**src/wdp_pkg.sv**
```systemverilog
package wdp_pkg;
   // register map
   localparam logic [3:0] OPT_ADDR      = 4'h0;
   localparam logic [3:0] STAT_ADDR     = 4'h1;
   localparam logic [3:0] CLEAR_ADDR    = 4'h2;
   localparam logic [7:0] OPT_RESET     = 8'h00;
   localparam int         SEL_LO_BIT    = 0;
   localparam int         SEL_HI_BIT    = 1;
   localparam int         ZERO_BIT      = 2;
   localparam logic [7:0] OPT_WR_MASK   = 8'hFB;
   // clearing sequence key bytes
   localparam logic [7:0] CLR_KEY_ARM   = 8'h55;
   localparam logic [7:0] CLR_KEY_FIRE  = 8'hAA;
   // divider chain
   localparam int         TAP_BITS      = 15;
   localparam int         POST_BITS     = 6;
   localparam int         POST_DIV_1    = 0;
   localparam int         POST_DIV_4    = 2;
   localparam int         POST_DIV_16   = 4;
   localparam int         POST_DIV_64   = 6;
   // write-once window after reset
   localparam int         WIN_CYCLES    = 64;
   localparam int         WIN_BITS      = 7;
endpackage

```
**src/wdp_post_div.sv**
```systemverilog
`timescale 1ns/1ps
`default_nettype none
module wdp_post_div #(
   parameter int BITS = wdp_pkg::POST_BITS
) (
   input  wire logic       i_clk,    // bus clock
   input  wire logic       i_rst_n,  // sync reset, active low
   input  wire logic       i_ce,     // clock enable
   input  wire logic       i_clr,    // clearing sequence done
   input  wire logic       i_tap,    // tap pulse
   input  wire logic [1:0] i_sel,    // rate select
   output logic            o_expire  // one-cycle time-out pulse
);
   logic [BITS-1:0] cnt;
   logic [BITS-1:0] mask;
   wire             wrap;
   assign mask = (i_sel == 2'b00) ? BITS'(0)
               : (i_sel == 2'b01) ? BITS'(2**wdp_pkg::POST_DIV_4 - 1)
               : (i_sel == 2'b10) ? BITS'(2**wdp_pkg::POST_DIV_16 - 1)
               : BITS'(2**wdp_pkg::POST_DIV_64 - 1);
   assign wrap = i_tap & ((cnt & mask) == mask);
   always_ff @(posedge i_clk) begin
      if (!i_rst_n) begin
         cnt      <= '0;
         o_expire <= 1'b0;
      end else if (i_ce) begin
         o_expire <= 1'b0;
         if (i_clr) begin
            cnt <= '0;
         end else if (i_tap) begin
            cnt      <= wrap ? '0 : cnt + 1'b1;
            o_expire <= wrap;
         end
      end
   end
endmodule
`default_nettype wire

```
**src/wdp_tap_div.sv**
```systemverilog
`timescale 1ns/1ps
`default_nettype none
// free-running prefix, no reset input by design
module wdp_tap_div #(
   parameter int BITS = wdp_pkg::TAP_BITS
) (
   input  wire logic i_clk,   // bus clock
   input  wire logic i_ce,    // clock enable
   output logic      o_tap    // one-cycle pulse every 2^BITS cycles
);
   logic [BITS-1:0] cnt = '0;
   always_ff @(posedge i_clk) begin
      if (i_ce) begin
         cnt <= cnt + 1'b1;
      end
   end
   assign o_tap = i_ce & (&cnt);
endmodule
`default_nettype wire

```
**src/wdp_top.sv**
```systemverilog
// Operation
// watchdog clocked by bus clock divided by 2^15 from main chain
// prefix stages unreset; post stages cleared by clearing sequence
// first tap after clear lands anywhere in one tap period
// rate bits select post division 1, 4, 16 or 64
// reset clears both rate bits, shortest time-out
// one rate write only, within 64 cycles after reset, normal modes
// config bit 2 reads zero; whole register resets to zero
// completed count without clearing raises time-out toward reset logic
`timescale 1ns/1ps
`default_nettype none
module wdp_top (
   input  wire logic       i_clk,        // 125 MHz bus clock
   input  wire logic       i_rst_n,      // sync reset, active low
   input  wire logic       i_ce,         // clock enable
   input  wire logic       i_special,    // special mode, lifts write-once
   input  wire logic [3:0] i_addr,       // register address
   input  wire logic [7:0] i_wdata,      // write data
   input  wire logic       i_wr,         // write strobe
   input  wire logic       i_rd,         // read strobe
   output logic      [7:0] o_rdata,      // read data, cycle after strobe
   output logic            o_timeout,    // time-out pulse to reset logic
   output logic            o_analog_power_up,         // config bit 7
   output logic            o_converter_clock_select,  // config bit 6
   output logic            o_irq_edge_select,         // config bit 5
   output logic            o_oscillator_startup_delay,// config bit 4
   output logic            o_clock_monitor_enable     // config bit 3
);
   ////////////////////////////////////////////////////////////////////////
   logic [7:0]                    system_config_options;
   logic [wdp_pkg::WIN_BITS-1:0]  win_cnt;
   logic                          rate_written;
   logic                          armed;
   logic                          clr_pulse;
   logic                          special_meta;
   logic                          special_sync;
   logic [7:0]                    next_rdata;
   wire                           tap;
   wire                           in_window;
   wire                           wr_opt;
   wire                           rate_ok;
   wire                           wr_clr;
   wire [1:0]                     rate_sel;

   assign in_window = win_cnt < wdp_pkg::WIN_BITS'(wdp_pkg::WIN_CYCLES);
   assign wr_opt    = i_wr & (i_addr == wdp_pkg::OPT_ADDR);
   assign rate_ok   = special_sync | (in_window & ~rate_written);
   assign wr_clr    = i_wr & (i_addr == wdp_pkg::CLEAR_ADDR);
   assign rate_sel  = {system_config_options[wdp_pkg::SEL_HI_BIT],
                       system_config_options[wdp_pkg::SEL_LO_BIT]};

   ////////////////////////////////////////////////////////////////////////
   // mode pin passes two flops before use
   always_ff @(posedge i_clk) begin
      if (!i_rst_n) begin
         special_meta <= 1'b0;
         special_sync <= 1'b0;
      end else if (i_ce) begin
         special_meta <= i_special;
         special_sync <= special_meta;
      end
   end

   // write-once window counter
   always_ff @(posedge i_clk) begin
      if (!i_rst_n) begin
         win_cnt      <= '0;
         rate_written <= 1'b0;
      end else if (i_ce) begin
         if (in_window) begin
            win_cnt <= win_cnt + 1'b1;
         end
         if (wr_opt) begin
            rate_written <= 1'b1;
         end
      end
   end

   // config register
   always_ff @(posedge i_clk) begin
      if (!i_rst_n) begin
         system_config_options <= wdp_pkg::OPT_RESET;
      end else if (i_ce && wr_opt) begin
         system_config_options[7:3] <= i_wdata[7:3];
         system_config_options[wdp_pkg::ZERO_BIT] <= 1'b0;
         if (rate_ok) begin
            system_config_options[1:0] <= i_wdata[1:0];
         end
      end
   end

   ////////////////////////////////////////////////////////////////////////
   // clearing sequence: arm key then fire key
   always_ff @(posedge i_clk) begin
      if (!i_rst_n) begin
         armed     <= 1'b0;
         clr_pulse <= 1'b0;
      end else if (i_ce) begin
         clr_pulse <= 1'b0;
         if (wr_clr) begin
            if (i_wdata == wdp_pkg::CLR_KEY_ARM) begin
               armed <= 1'b1;
            end else if (armed && i_wdata == wdp_pkg::CLR_KEY_FIRE) begin
               armed     <= 1'b0;
               clr_pulse <= 1'b1;
            end
         end
      end
   end

   ////////////////////////////////////////////////////////////////////////
   // read port
   always_comb begin
      next_rdata = 8'h00;
      case (i_addr)
         wdp_pkg::OPT_ADDR: begin
            next_rdata = system_config_options & wdp_pkg::OPT_WR_MASK;
         end
         wdp_pkg::STAT_ADDR: begin
            next_rdata = {5'b0_0000, armed, rate_written, in_window};
         end
         default: begin
            next_rdata = 8'h00;
         end
      endcase
   end

   always_ff @(posedge i_clk) begin
      if (!i_rst_n) begin
         o_rdata <= 8'h00;
      end else if (i_ce) begin
         o_rdata <= i_rd ? next_rdata : 8'h00;
      end
   end

   ////////////////////////////////////////////////////////////////////////
   wdp_tap_div #(.BITS(wdp_pkg::TAP_BITS)) u_tap (
      .i_clk (i_clk),
      .i_ce  (i_ce),
      .o_tap (tap)
   );

   wdp_post_div #(.BITS(wdp_pkg::POST_BITS)) u_post (
      .i_clk    (i_clk),
      .i_rst_n  (i_rst_n),
      .i_ce     (i_ce),
      .i_clr    (clr_pulse),
      .i_tap    (tap),
      .i_sel    (rate_sel),
      .o_expire (o_timeout)
   );

   assign o_analog_power_up          = system_config_options[7];
   assign o_converter_clock_select   = system_config_options[6];
   assign o_irq_edge_select          = system_config_options[5];
   assign o_oscillator_startup_delay = system_config_options[4];
   assign o_clock_monitor_enable     = system_config_options[3];
endmodule
`default_nettype wire

```
**config.mk**
```make
export PLATFORM = sky130hd
export DESIGN_NAME = wdp_top
export DESIGN_NICKNAME = d
export VERILOG_FILES = /design/src/wdp_pkg.sv /design/src/wdp_post_div.sv /design/src/wdp_tap_div.sv /design/src/wdp_top.sv
export SDC_FILE = /design/constraint.sdc
export NUM_CORES = 1
export LEC_CHECK = 0
export BUFFER_PORTS_ARGS = -buffer_cell sky130_fd_sc_hd__buf_2
export CAP_MARGIN = 20
export CORE_ASPECT_RATIO = 1.5
export CORE_MARGIN = 2
export CORE_UTILIZATION = 30
export DETAILED_ROUTE_END_ITERATION = 16
export REMOVE_ABC_BUFFERS = 1
export SLEW_MARGIN = 5
export SYNTH_ARGS = -nofsm -noshare
export SYNTH_HDL_FRONTEND = slang
export SYNTH_SLANG_ARGS = --single-unit
```
**constraint.sdc**
```tcl
create_clock -name i_clk -period 2.7 [get_ports i_clk]
set_clock_uncertainty 0.05 [all_clocks]
set_input_delay 0.405 -clock i_clk [delete_from_list [all_inputs] [get_ports i_clk]]
set_output_delay 0.405 -clock i_clk [all_outputs]
set_load 0.01 [all_outputs]
```
Word level (Yosys, flattened, before mapping). Cells that the tools add are included.

Reductions and logical operators: 12. Eq/ne operators: 7. Shifts and indexed selects: 0. $lt $le $gt $ge: 1. Multiply operators: 0. Divide/modulo/power cells: 0. Bitwise gates (word level): 8. Add/subtract/negate cells: 3. Multiplexer cells: 15.

Operators by type and width (count): $mux 6 (6); $pmux 8 s2 (1); $add 15x1->15 const B (1); $reduce_and 15->1 (1); $eq 8x7->1 const B (1); $eq 8x8->1 const B (1); $mux 8 (1); $reduce_and 2->1 (4); $add 7x1->7 const B (1); $lt 7x7->1 const B (1); $mux 1 (7); $add 6x1->6 const B (1); $and 6x6->6 (1); $eq 6x6->1 (1); $and 1x1->1 (5); $eq 4x1->1 const B (1); $eq 4x2->1 const B (1); $logic_not 4->1 (1); $reduce_bool 2->1 (2); $reduce_and 3->1 (1); $eq 2x1->1 const B (1); $eq 2x2->1 const B (1); $logic_and 1x1->1 (2); $logic_not 2->1 (1); 2 further kinds (2).

Latch bits: 0. Memory bits (writable): 0. Memories: 0. Flip-flop bits (word level): 49. Bits in read-only memories: 0.

Longest topological paths before layout. Gate-level depths: netlist of the first run.

Depth in word-level cells: 10. Mapped depth: 6. Mapped depth without buffers: 6.

Modules after synthesis. A second synthesis of the first run with hierarchy kept.

Cells, all modules: 209. Area total of the unflattened synthesis: 2265.9 sq um.

Modules (own cells, without submodules): wdp_top (sequential area each 540.5 sq um, area each 1142.3 sq um, instances 1, cells an instance 111); wdp_tap_div (sequential area each 450.4 sq um, area each 752.0 sq um, instances 1, cells an instance 56); wdp_post_div (sequential area each 140.1 sq um, area each 371.6 sq um, instances 1, cells an instance 42).

Worst setup path after synthesis of the first run. OpenSTA, ideal clock, no wires.

Path type: register -> register. Start: reg u_tap.cnt[0]. End: reg u_post.cnt[5]. Clock period less this slack: 1.884 ns. Data required time: 2.564 ns. Arrival: 1.748 ns. Stages on the path, launching flop included: 7. Setup slack: 0.816 ns. Path through: edfxtp_1 -> ha_1 -> nand2_1 -> nor4_4 -> nand3_4 -> or4_1 -> a211oi_1.

Longest elaborated chain between the ends: 6.

RTL lines: start: declaration (line wdp_tap_div.sv:11) `logic [BITS-1:0] cnt = '0;`; start signal: assignment (line wdp_tap_div.sv:14) `cnt <= cnt + 1'b1;`; $reduce_and 15->1 (*) (line wdp_tap_div.sv:17) `assign o_tap = i_ce & (&cnt);`; $and 1x1->1 (*) (line wdp_tap_div.sv:17); $and 1x1->1 (line wdp_post_div.sv:21) `assign wrap = i_tap & ((cnt & mask) == mask);`; $mux 6 (line wdp_post_div.sv:31) `cnt <= wrap ? '0 : cnt + 1'b1;`; $mux 6 (line wdp_post_div.sv:30) `end else if (i_tap) begin`; $mux 6 (line wdp_post_div.sv:28) `if (i_clr) begin`; end signal: assignment (line wdp_post_div.sv:31); end: declaration (line wdp_post_div.sv:14) `logic [BITS-1:0] cnt;`.

Mark *: on every way between the ends. The rest lies on a longest branch, timed or not. The select of a mux whose other input is x is not followed. A chain may end at the register's enable or synchronous reset.

Worst setup path in the final report of the first run. Ends and elaborated chain as after synthesis.

==> results by group, run 1 <==
Timing
  – Setup slack after layout: 0.652 ns
  – Worst-margin pin slew: 0.565 ns
  – Fin. Hold Viols: 0
  – Relative slew slack: 62.0%
  – Endpoints failing setup: 0
  – Part of the cycle the worst path needs: 75.9%
  – Setup TNS Final: 0 ns
  – Slew Limit Fails: 0
  – Fmax: 0.488 GHz
  – Minimum clock period: 2.05 ns
  – RSZ-0062 raised after global routing: no

Clock tree
  – Num CTS Buffers: 5
  – Clock transition at path regs: 0.09 ns
  – Hold Buf Count CTS: 0
  – Clk sinks: 49
  – Worst-Skew Late Latency: 0.30 ns
  – Total setup buffers inserted after CTS: 0
  – Htree depth: 2
  – Post-CTS Resized: 0
  – Clock Tree Root: clkbuf_8
  – Clock Path Buffers: 2
  – CTS tree: yes

Synth
  – Register area share after synthesis: 51.3%
  – EDFF count, synth: 15
  – Avg Cell Area, Syn: 9.80 sq um
  – Prevailing post-synth register cell: dfxtp_1
  – Mapped cell area: 0.00220 sq mm
  – Warnings, synthesis: 0
  – Synth cell types: 41
  – Count of state elements after synthesis: 49
  – Cells after Synth: 225
  – Share of synthesized registers carrying an async set or reset: 0%

Worst setup path
  – Critical path launch point type: flop
  – Worst setup path end: u_post.cnt[5]
  – Critical Setup Path Class: flop to flop
  – Highest cell delay on the worst timing path: 0.42 ns
  – Worst-path cell chain: ha_1 -> nand2_1 -> nor4_4 -> nand3_4 -> or4_1 -> a211oi_1
  – Arrival @ worst endpoint: 2.22 ns
  – Critical path fanouts, max: 9
  – Critical R2R Launch: u_tap.cnt[0]
  – Critical Path Source: u_tap.cnt[0]
  – CP required: 2.87 ns
  – Reg2Reg Depth: 6
  – R2r endpoint: u_post.cnt[5]
  – Setup slack, reg-to-reg: 0.65 ns
  – Crit-path slowest cell: or4_1
  – Worst setup EP type: flop

Placement
  – Setup WS pre-CTS: 0.674 ns
  – IO Port Bufs: 31
  – DP HPWL: 3.26 mm
  – Inst Count DP: 353
  – GP Congestion: 0.814

Global routing
  – Antenna violations before repair: 0
  – Met1 Use GR: 13.6%
  – Tot GR Track Use: 11.7%
  – Most Crowded Layer GR: met2
  – Vias in the first global route: 1633
  – GRT overflow: 0
  – Largest net degree at the start of global routing: 33
  – Met2 usage: 19.8%
  – Met3 Use GR: 2.87%
  – First-pass GRT wire length: 7.32 mm

Hold path
  – Hold path depth: 3
  – Worst Hold Class: input port to flop

Route
  – Vias per Instance: 4.75
  – DRT Wirelength: 4.31 mm
  – Wirelength per Cell: 12.0 microns
  – Via count: 1714
  – Initial DRT Pass Iterations: 4
  – Routed Antenna Nets: 0
  – Initial DRC count: 78
  – DRC violations left: 0

Power and ir drop
  – Combinational fraction of design power: 6.4%
  – Total power: 1.43 mW
  – Worst vdd ir: 0.194 mV
  – Switching Fraction: 22.7%
  – Static Leak: 0.994 nW
  – Pwr dens: 548 mW/mm^2
  – Clk pwr share: 36.8%
  – Seq pwr share: 56.8%
  – Pint: 1.10 mW
  – Switching power: 0.323 mW

Cells and area
  – Most common cell after layout, fill and taps aside: dfxtp_1
  – Most frequent cells in the layout: dfxtp_1 (34), nor2_1 (33), buf_2 (31)
  – Diode count: 0
  – Multi-input logic area: 0.00103 sq mm
  – Synthesis-to-finish area growth: 18.0%
  – Filler Cells Inserted: 765
  – Nets: 281
  – Share of cells above drive strength 1: 18.8%
  – Cell Count, Final, Fillers Out: 361
  – Layout Utilization: 36.2%
  – Reg area: 0.00113 sq mm

Floorplan
  – Num ports: 32
  – Core ar.: 0.00718 sq mm
  – Die ar.: 0.00806 sq mm
  – Row cnt: 38
  – Die width: 74.0 microns
  – Die Y: 109 microns
  – Initial Util: 30.7%

Job
  – Max-cap violation count: 0

Status
  – Outcome: finished clean
Yosys cell counts, types with 2 or more instances:
cell type | count | share of area [%]
or4_1 | 2 | 0.68
a31oi_1 | 2 | 0.57
and3_1 | 3 | 0.85
o211ai_1 | 2 | 0.68
nand3_1 | 17 | 3.9
o21ai_0 | 3 | 0.68
nor4_1 | 2 | 0.57
inv_1 | 5 | 0.85
nand2_1 | 21 | 3.6
nor2_1 | 33 | 5.6
and2_1 | 2 | 0.57
xor2_1 | 9 | 3.6
a22oi_1 | 5 | 1.7
dfxtp_1 | 34 | 31
mux2i_1 | 6 | 2.7
a211oi_1 | 2 | 0.68
edfxtp_1 | 15 | 20
a21oi_1 | 14 | 3.2
clkbuf_1 | 6 | 1.0
xnor2_1 | 10 | 4.0
ha_1 | 3 | 1.7
a21boi_0 | 2 | 0.68
nand4_1 | 6 | 1.7
nor3_1 | 2 | 0.45
nor2b_1 | 3 | 0.85
final cells by class:
cell class | count | area share (%)
Clock buffer | 5 | 2.64
Clock inverter | 3 | 1.78
Inverter | 5 | 0.721
Multi-Input combinational cell | 164 | 39.5
Sequential cell | 49 | 43.5
Tap cell | 100 | 4.81
Timing Repair Buffer | 35 | 7.12
logic make-up (layout without fill, tap and decap cells):
family / after synthesis / after routing / synth area share [%]
multiplexers: 6 / 6 / 2.72
buffers and inverters: 12 / 48 / 2.10
AND/OR/NAND/NOR: 104 / 104 / 25.7
flip-flops: 49 / 49 / 51.3
AO/OA/AOI/OAI: 32 / 32 / 8.97
adder cells (fa/ha/maj): 3 / 3 / 1.70
XOR/XNOR: 19 / 19 / 7.55
critical path, delay by kind of cell (launching register included):
family,cells,cell delay (ns)
AOI/OAI and AO/OA,1,0.22
and+or+nand+nor,4,1.05
DFF,1,0.40
adders and majority gates,1,0.24
layer usage:
layer / routed length [microns] / vias up
li1: - / 874
met1: 1880 / 807
met2: 2180 / 25
met3: 166 / 8
met4: 85 / 0
met5: 0 / -
how the worst min path moves through the flow:
stage	startpoint	endpoint	slack [ns]
3_5_place_dp	u_post.o_expire	u_post.o_expire	0.41
6_report	i_special	special_meta	0.30
5_1_grt	i_wdata[6]	system_config_options[6]	0.32
2_1_floorplan	win_cnt[5]	win_cnt[5]	0.41
3_3_place_gp	u_post.o_expire	u_post.o_expire	0.40
4_1_cts	i_rst_n	u_post.cnt[4]	0.30
sequential cells by signal, indices dropped and copies added, names as in the netlist:
name and cells:
clr_pulse 1, armed 1, rate_written 1, u_post.cnt 6, system_config_options 7, special_sync 1
u_tap.cnt 15, u_post.o_expire 1, win_cnt 7, o_rdata 8, special_meta 1
metrics by stage:
stage                     hold slack, ns  area [sq um]
after floorplan                    0.408          2180
after global placement             0.403          2490
after detailed placement           0.410          2490
after CTS                          0.301          2600
after global routing               0.318          2600
final                              0.305          2600
power by group through the flow:
| stage | clock (mW) | combinational (mW) | sequential [mW] |
|---|---|---|---|
| 2_1_floorplan | 0 | 0.0506 | 0.822 |
| 3_3_place_gp | 0 | 0.0921 | 0.825 |
| 3_5_place_dp | 0 | 0.0932 | 0.827 |
| 4_1_cts | 0.545 | 0.0938 | 0.810 |
| 5_1_grt | 0.569 | 0.105 | 0.813 |
| 6_report | 0.525 | 0.0910 | 0.809 |
(Power assumes the default switching activity.)
==> run 2: changes to the inputs <==
clock period = 1.7 ns   (was 2.7 ns; I/O delays follow)
==> run 2 against run 1 <==
Net effect:
- register-to-register slack worse by 0.74 ns
- global-route usage is 1.0 points higher
- design area is 9.2% higher
- hold slack worse by 0.14 ns
- power is 61% higher
- cell count is 6.9% higher
- the run now ends with negative setup slack left
==> results by group, run 2 (synthesis gave the netlist of run 1 again) <==
Hold path
  – Worst Hold Endpoint: special_meta
  – Hold path depth: 3
  – Hold path startpoint: i_special
  – Worst Hold Class: input port to flop

Timing
  – Minimum clock period: 1.79 ns
  – Relative slew slack: 72.3%
  – Fin. Hold Viols: 0
  – RSZ-0062 raised after global routing: yes
  – Fmax: 0.560 GHz
  – Slew Limit Fails: 0
  – Endpoints failing setup: 2
  – Part of the cycle the worst path needs: 105%
  – Worst-margin pin slew: 0.414 ns
  – Setup slack after layout: -0.0857 ns

Floorplan
  – Row cnt: 38
  – Die ar.: 0.00806 sq mm
  – Core ar.: 0.00718 sq mm
  – Initial Util: 30.7%
  – Die width: 74.0 microns
  – Die Y: 109 microns
  – Num ports: 32

Worst setup path
  – Reg2Reg Depth: 5
  – Arrival @ worst endpoint: 1.98 ns
  – Critical path fanouts, max: 5
  – Setup slack, reg-to-reg: -0.09 ns
  – Crit-path slowest cell: or4_4
  – CP required: 1.89 ns
  – R2r endpoint: u_post.cnt[0]
  – Critical R2R Launch: u_tap.cnt[6]
  – Worst-path cell chain: nand4_4 -> nor4_4 -> nand3_4 -> or4_4 -> a21oi_2
  – Worst setup EP type: flop
  – Critical path launch point type: flop
  – Highest cell delay on the worst timing path: 0.50 ns
  – Critical Setup Path Class: flop to flop

Cells and area
  – Synthesis-to-finish area growth: 28.9%
  – Share of cells above drive strength 1: 28.7%
  – Most frequent cells in the layout: dfxtp_1 (34), nor2_1 (33), buf_2 (31)
  – Biggest regs: u_tap.cnt x15, o_rdata x8
  – Most flop-heavy register: u_tap.cnt
  – Nets: 306
  – Diode count: 0
  – Cell Count, Final, Fillers Out: 386
  – Max reg flops: 15
  – Most common cell after layout, fill and taps aside: dfxtp_1

Clock tree
  – Clock Tree Root: clkbuf_8
  – Clock transition at path regs: 0.09 ns
  – CTS tree: yes
  – Worst-Skew Late Latency: 0.30 ns
  – Num CTS Buffers: 5
  – Htree depth: 2
  – Clk sinks: 49
  – Clock Path Buffers: 2

Power and ir drop
  – Pwr dens: 808 mW/mm^2
  – Static Leak: 1.13 nW
  – Worst vdd ir: 0.367 mV
  – Total power: 2.30 mW

Route
  – Vias per Instance: 4.68
  – Via count: 1808
  – Initial DRC count: 105
  – Wirelength per Cell: 12.6 microns
  – Routed Antenna Nets: 0
  – DRT Wirelength: 4.87 mm
  – Initial DRT Pass Iterations: 4
  – DRC violations left: 0

Global routing
  – Antenna violations before repair: 0
  – Tot GR Track Use: 12.7%
  – Vias in the first global route: 1752
  – First-pass GRT wire length: 7.96 mm
  – GRT overflow: 0
  – Largest net degree at the start of global routing: 33

Placement
  – Inst Count DP: 374
  – DP HPWL: 3.51 mm
  – IO Port Bufs: 31
  – GP Congestion: 0.800

Job
  – Max-cap violation count: 0

Status
  – Failing checks: negative setup slack
  – Outcome: finished with violations
-- run 2: area by class of cell --
| type | count | area, sq um |
|---|---|---|
| multi-input combinational | 164 | 1080 |
| tap | 100 | 125 |
| clock inverter | 2 | 33.8 |
| fill | 727 | 4340 |
| clock buffer | 6 | 72.6 |
| timing repair buffer | 60 | 380 |
| sequential | 49 | 1130 |
| inverter | 5 | 18.8 |
-- run 2: routing by layer --
metal	share of wire, %	wire (microns)	up-vias	global-route usage [%]
li1	-	-	924	-
met1	46	2220	837	16.0
met2	50	2410	36	20.5
met3	2.8	135	11	2.22
met4	2.0	99	0	6.49
met5	0	0	-	0
-- run 2: stage by stage --
| stage | utilization [%] | area (sq um) | hold WS (ns) | TNS (ns) | setup slack [ns] |
|---|---|---|---|---|---|
| 6_report | 39.6 | 2840 | 0.160 | -0.155 | -0.0857 |
| 5_1_grt | 39.6 | 2840 | 0.164 | -0.644 | -0.165 |
| 4_1_cts | 38.7 | 2780 | 0.155 | -0.0809 | -0.0789 |
| 3_5_place_dp | 36.8 | 2650 | 0.405 | -0.191 | -0.128 |
| 3_3_place_gp | 36.8 | 2650 | 0.403 | -0.0753 | -0.0753 |
| 2_1_floorplan | - | 2180 | 0.317 | -0.375 | -0.188 |
-- run 2: worst max-delay path by stage --
stage,start,end,depth (start not counted)
global placement,u_tap.cnt[0],u_post.cnt[5],6
global route,u_tap.cnt[6],u_post.cnt[0],5
finish,u_tap.cnt[6],u_post.cnt[0],5
detailed placement,u_tap.cnt[0],u_post.cnt[5],6
CTS,u_tap.cnt[9],u_post.cnt[5],5
floorplan,u_tap.cnt[0],u_post.cnt[5],6
-- run 2: worst max-delay path: cells and delay by family (launching register included) --
kind / cells / cell delay (ns)
flops: 1 / 0.41
compound gates: 1 / 0.14
simple gates: 4 / 1.12
-- run 2: where the power goes --
group	internal [mW]	total [mW]	switching [mW]
Clock	0.435	0.812	0.377
Sequential	1.25	1.28	0.0296
Combinational	0.0989	0.208	0.109
Total	1.78	2.30	0.515
-- run 2: repair_timing --
action                                  in CTS  in global routing
resized for setup                            3                 11
hold buffers                                 0                  0
endpoints found under the setup margin       5                 11
pin swaps                                    4                  6
hold endpoints to repair                     0                  0
buffers inserted                             2                  3
==> run 3: changes to the inputs <==
ABC_AREA = 1   (was default)
CORE_MARGIN = default   (was 2)
==> run 3 against run 2 <==
Net effect:
- the flow now finishes without violations
- clock power grew 38%
- setup slack gained 0.18 ns
- register-to-register slack gained 0.18 ns
- sequential cell count is the same
- utilization shrank 2.1 points
- design area shrank 0.31%
- area after synthesis grew 6.1%
- highest routed layer unchanged
==> results by group, run 3 <==
Status
  – Outcome: finished clean

Worst setup path
  – Buffers & Inverters on Critical Path: 0
  – Critical Setup Path Class: flop to flop
  – Setup slack, reg-to-reg: 0.1 ns
  – Crit-path slowest cell: edfxtp_1
  – Worst setup EP type: flop
  – Highest cell delay on the worst timing path: 0.38 ns
  – Arrival @ worst endpoint: 1.73 ns
  – Delay-heaviest family, CP: simple AND/OR/NAND/NOR gates
  – Crit-path most repeated cell: nor2_1
  – Critical path fanouts, max: 4
  – Critical R2R Launch: u_tap.cnt[0]
  – Reg2Reg Depth: 10
  – Critical path launch point type: flop
  – CP required: 1.83 ns
  – Worst-path cell chain: ha_2 -> nand2_2 -> nor2_4 -> nand2_4 -> nor2_4 -> nor2_1 -> nor2_4 -> nor2_1 -> nor2_1 -> nor2_1
  – R2r endpoint: u_post.cnt[1]

Cells and area
  – Biggest regs: u_tap.cnt x15, o_rdata x8
  – Reg area: 0.00113 sq mm
  – Most frequent cells in the layout: nand2_1 (53), nor2_1 (38), dfxtp_1 (34)
  – Synthesis-to-finish area growth: 21.1%
  – Final Instance Area: 0.00283 sq mm
  – Most flop-heavy register: u_tap.cnt
  – Most common cell after layout, fill and taps aside: nand2_1
  – Multi-input logic area: 0.00108 sq mm
  – Filler Cells Inserted: 791
  – Max reg flops: 15
  – Diode count: 0
  – Nets: 343
  – Share of cells above drive strength 1: 21.7%

Synth
  – Cells after Synth: 281
  – Top-area cell type share of the netlist area: 29.1%
  – Synth cell types: 34
  – Biggest area consumer among synthesized cells: dfxtp_1
  – Register area share after synthesis: 48.4%
  – Avg Cell Area, Syn: 8.32 sq um
  – Commonest cells post-synth: nand2_1 (54), nor2_1 (39), dfxtp_1 (34)
  – Mapped cell area: 0.00234 sq mm
  – Prevailing post-synth register cell: dfxtp_1
  – EDFF count, synth: 15
  – Most common cell in the synthesized netlist: nand2_1
  – Largest cells by area after synthesis: dfxtp_1 (29%), edfxtp_1 (19%), nand2_1 (8.7%)
  – Warnings, synthesis: 0
  – Count of state elements after synthesis: 49
  – Share of synthesized registers carrying an async set or reset: 0%

Route
  – Via count: 2003
  – DRT Wirelength: 5.09 mm
  – Routed Antenna Nets: 0
  – Initial DRC count: 60
  – Wirelength per Cell: 12.0 microns
  – DRC violations left: 0
  – Vias per Instance: 4.71
  – Initial DRT Pass Iterations: 4

Hold path
  – Hold path startpoint: i_special
  – Worst Hold Endpoint: special_meta
  – Hold path depth: 3
  – Worst Hold Class: input port to flop

Clock tree
  – CTS tree: yes
  – Clock Tree Root: clkbuf_16
  – Clk sinks: 49
  – Num CTS Buffers: 5
  – Worst-Skew Late Latency: 0.29 ns
  – Clock transition at path regs: 0.07 ns
  – Htree depth: 2
  – Hold Buf Count CTS: 0
  – Clock Path Buffers: 2

Global routing
  – Largest net degree at the start of global routing: 16
  – GRT overflow: 0
  – First-pass GRT wire length: 8.52 mm
  – Vias in the first global route: 1898
  – Tot GR Track Use: 13.7%
  – Antenna violations before repair: 0

Floorplan
  – Initial Util: 30.9%
  – Row cnt: 39
  – Num ports: 32
  – Die width: 74.1 microns
  – Core ar.: 0.00756 sq mm
  – Die Y: 110 microns
  – Die ar.: 0.00816 sq mm

Timing
  – Fmax: 0.624 GHz
  – Slew Limit Fails: 0
  – Min Hold Slack: 0.148 ns
  – Relative slew slack: 71.2%
  – Setup TNS Final: 0 ns
  – Part of the cycle the worst path needs: 94.3%
  – Minimum clock period: 1.60 ns
  – RSZ-0062 raised after global routing: yes
  – Setup slack after layout: 0.0969 ns
  – Worst-margin pin slew: 0.428 ns
  – Fin. Hold Viols: 0
  – Endpoints failing setup: 0

Placement
  – Setup WS pre-CTS: 0.0749 ns
  – Placed Area: 0.00263 sq mm
  – IO Port Bufs: 31
  – GP Congestion: 0.840
  – DP HPWL: 3.81 mm

Power and ir drop
  – Static Leak: 1.12 nW
  – Worst vdd ir: 0.651 mV
  – Pwr dens: 909 mW/mm^2

Job
  – Max-cap violation count: 0
run 3: cell types whose count changed in the layout (fill, tap and decap cells not counted), sizes merged, moves of 4 or more:
cell   previous run  this run
a21oi            14        19
nand2            21        58
xnor2            10         6
nor2             33        46
mux2i             6         0
o21ai             3        14
buf              60        39
inv               5        30
run 3: cell families (layout without fill, tap and decap cells):
logic type	after synthesis	in the layout	share of synthesized area, %
XOR/XNOR	12	12	4.49
buffers and inverters	35	77	5.78
adder cells (fa/ha/maj)	3	3	1.61
flip-flops	49	49	48.4
AND/OR/NAND/NOR	138	138	28.5
AO/OA/AOI/OAI	44	44	11.3
run 3: final cells by class:
class | count | share of cell area (%)
flip-flops and latches | 49 | 39.9
multi-input cells | 197 | 38.1
repair buffers | 39 | 7.60
well taps | 102 | 4.51
clock buffers | 5 | 4.42
inverters | 30 | 3.98
clock inverters | 3 | 1.46
run 3: worst reg2reg max path, delay by kind of cell (launching register included):
kind	cells	cell delay [ns]
DFF	1	0.38
and+or+nand+nor	9	0.84
adders and majority gates	1	0.23
run 3: how the worst max path moves through the flow:
stage | start | end | slack, ns | cells after the start
2_1_floorplan | u_tap.cnt[0] | u_tap.cnt[14] | 0.20 | 8
3_3_place_gp | u_tap.cnt[0] | u_tap.cnt[14] | 0.12 | 8
3_5_place_dp | u_tap.cnt[0] | u_tap.cnt[14] | 0.07 | 8
4_1_cts | u_tap.cnt[0] | u_tap.cnt[14] | 0.06 | 8
5_1_grt | u_tap.cnt[0] | u_post.cnt[1] | -0.05 | 10
6_report | u_tap.cnt[0] | u_post.cnt[1] | 0.1 | 10
run 3: per-layer routing:
layer,part of all wire [%],global-route usage [%],vias to the layer above
met3,2.8,2.45,8
met2,52,24.4,31
li1,-,-,1009
met4,1.8,5.36,0
met5,0,0,-
met1,43,16.1,955
run 3: repair_timing:
action,in CTS,in global routing
setup endpoints to repair,0,7
buffers inserted,0,4
resized for setup,0,3
run 3: through the flow:
step | instances | power, mW | utilization [%]
detailed placement | 413 | 1.47 | 34.8
global placement | 413 | 1.47 | 34.8
global route | 425 | 2.67 | 37.5
floorplan | 276 | 1.39 | -
finish | 425 | 2.57 | 37.5
CTS | 421 | 2.59 | 37.0
run 3: report_power, final:
part | leakage [nW] | switching, mW | total (mW) | internal [mW]
clock | 0.0775 | 0.428 | 1.12 | 0.689
combinational | 0.621 | 0.108 | 0.178 | 0.0696
sequential | 0.422 | 0.0293 | 1.28 | 1.25
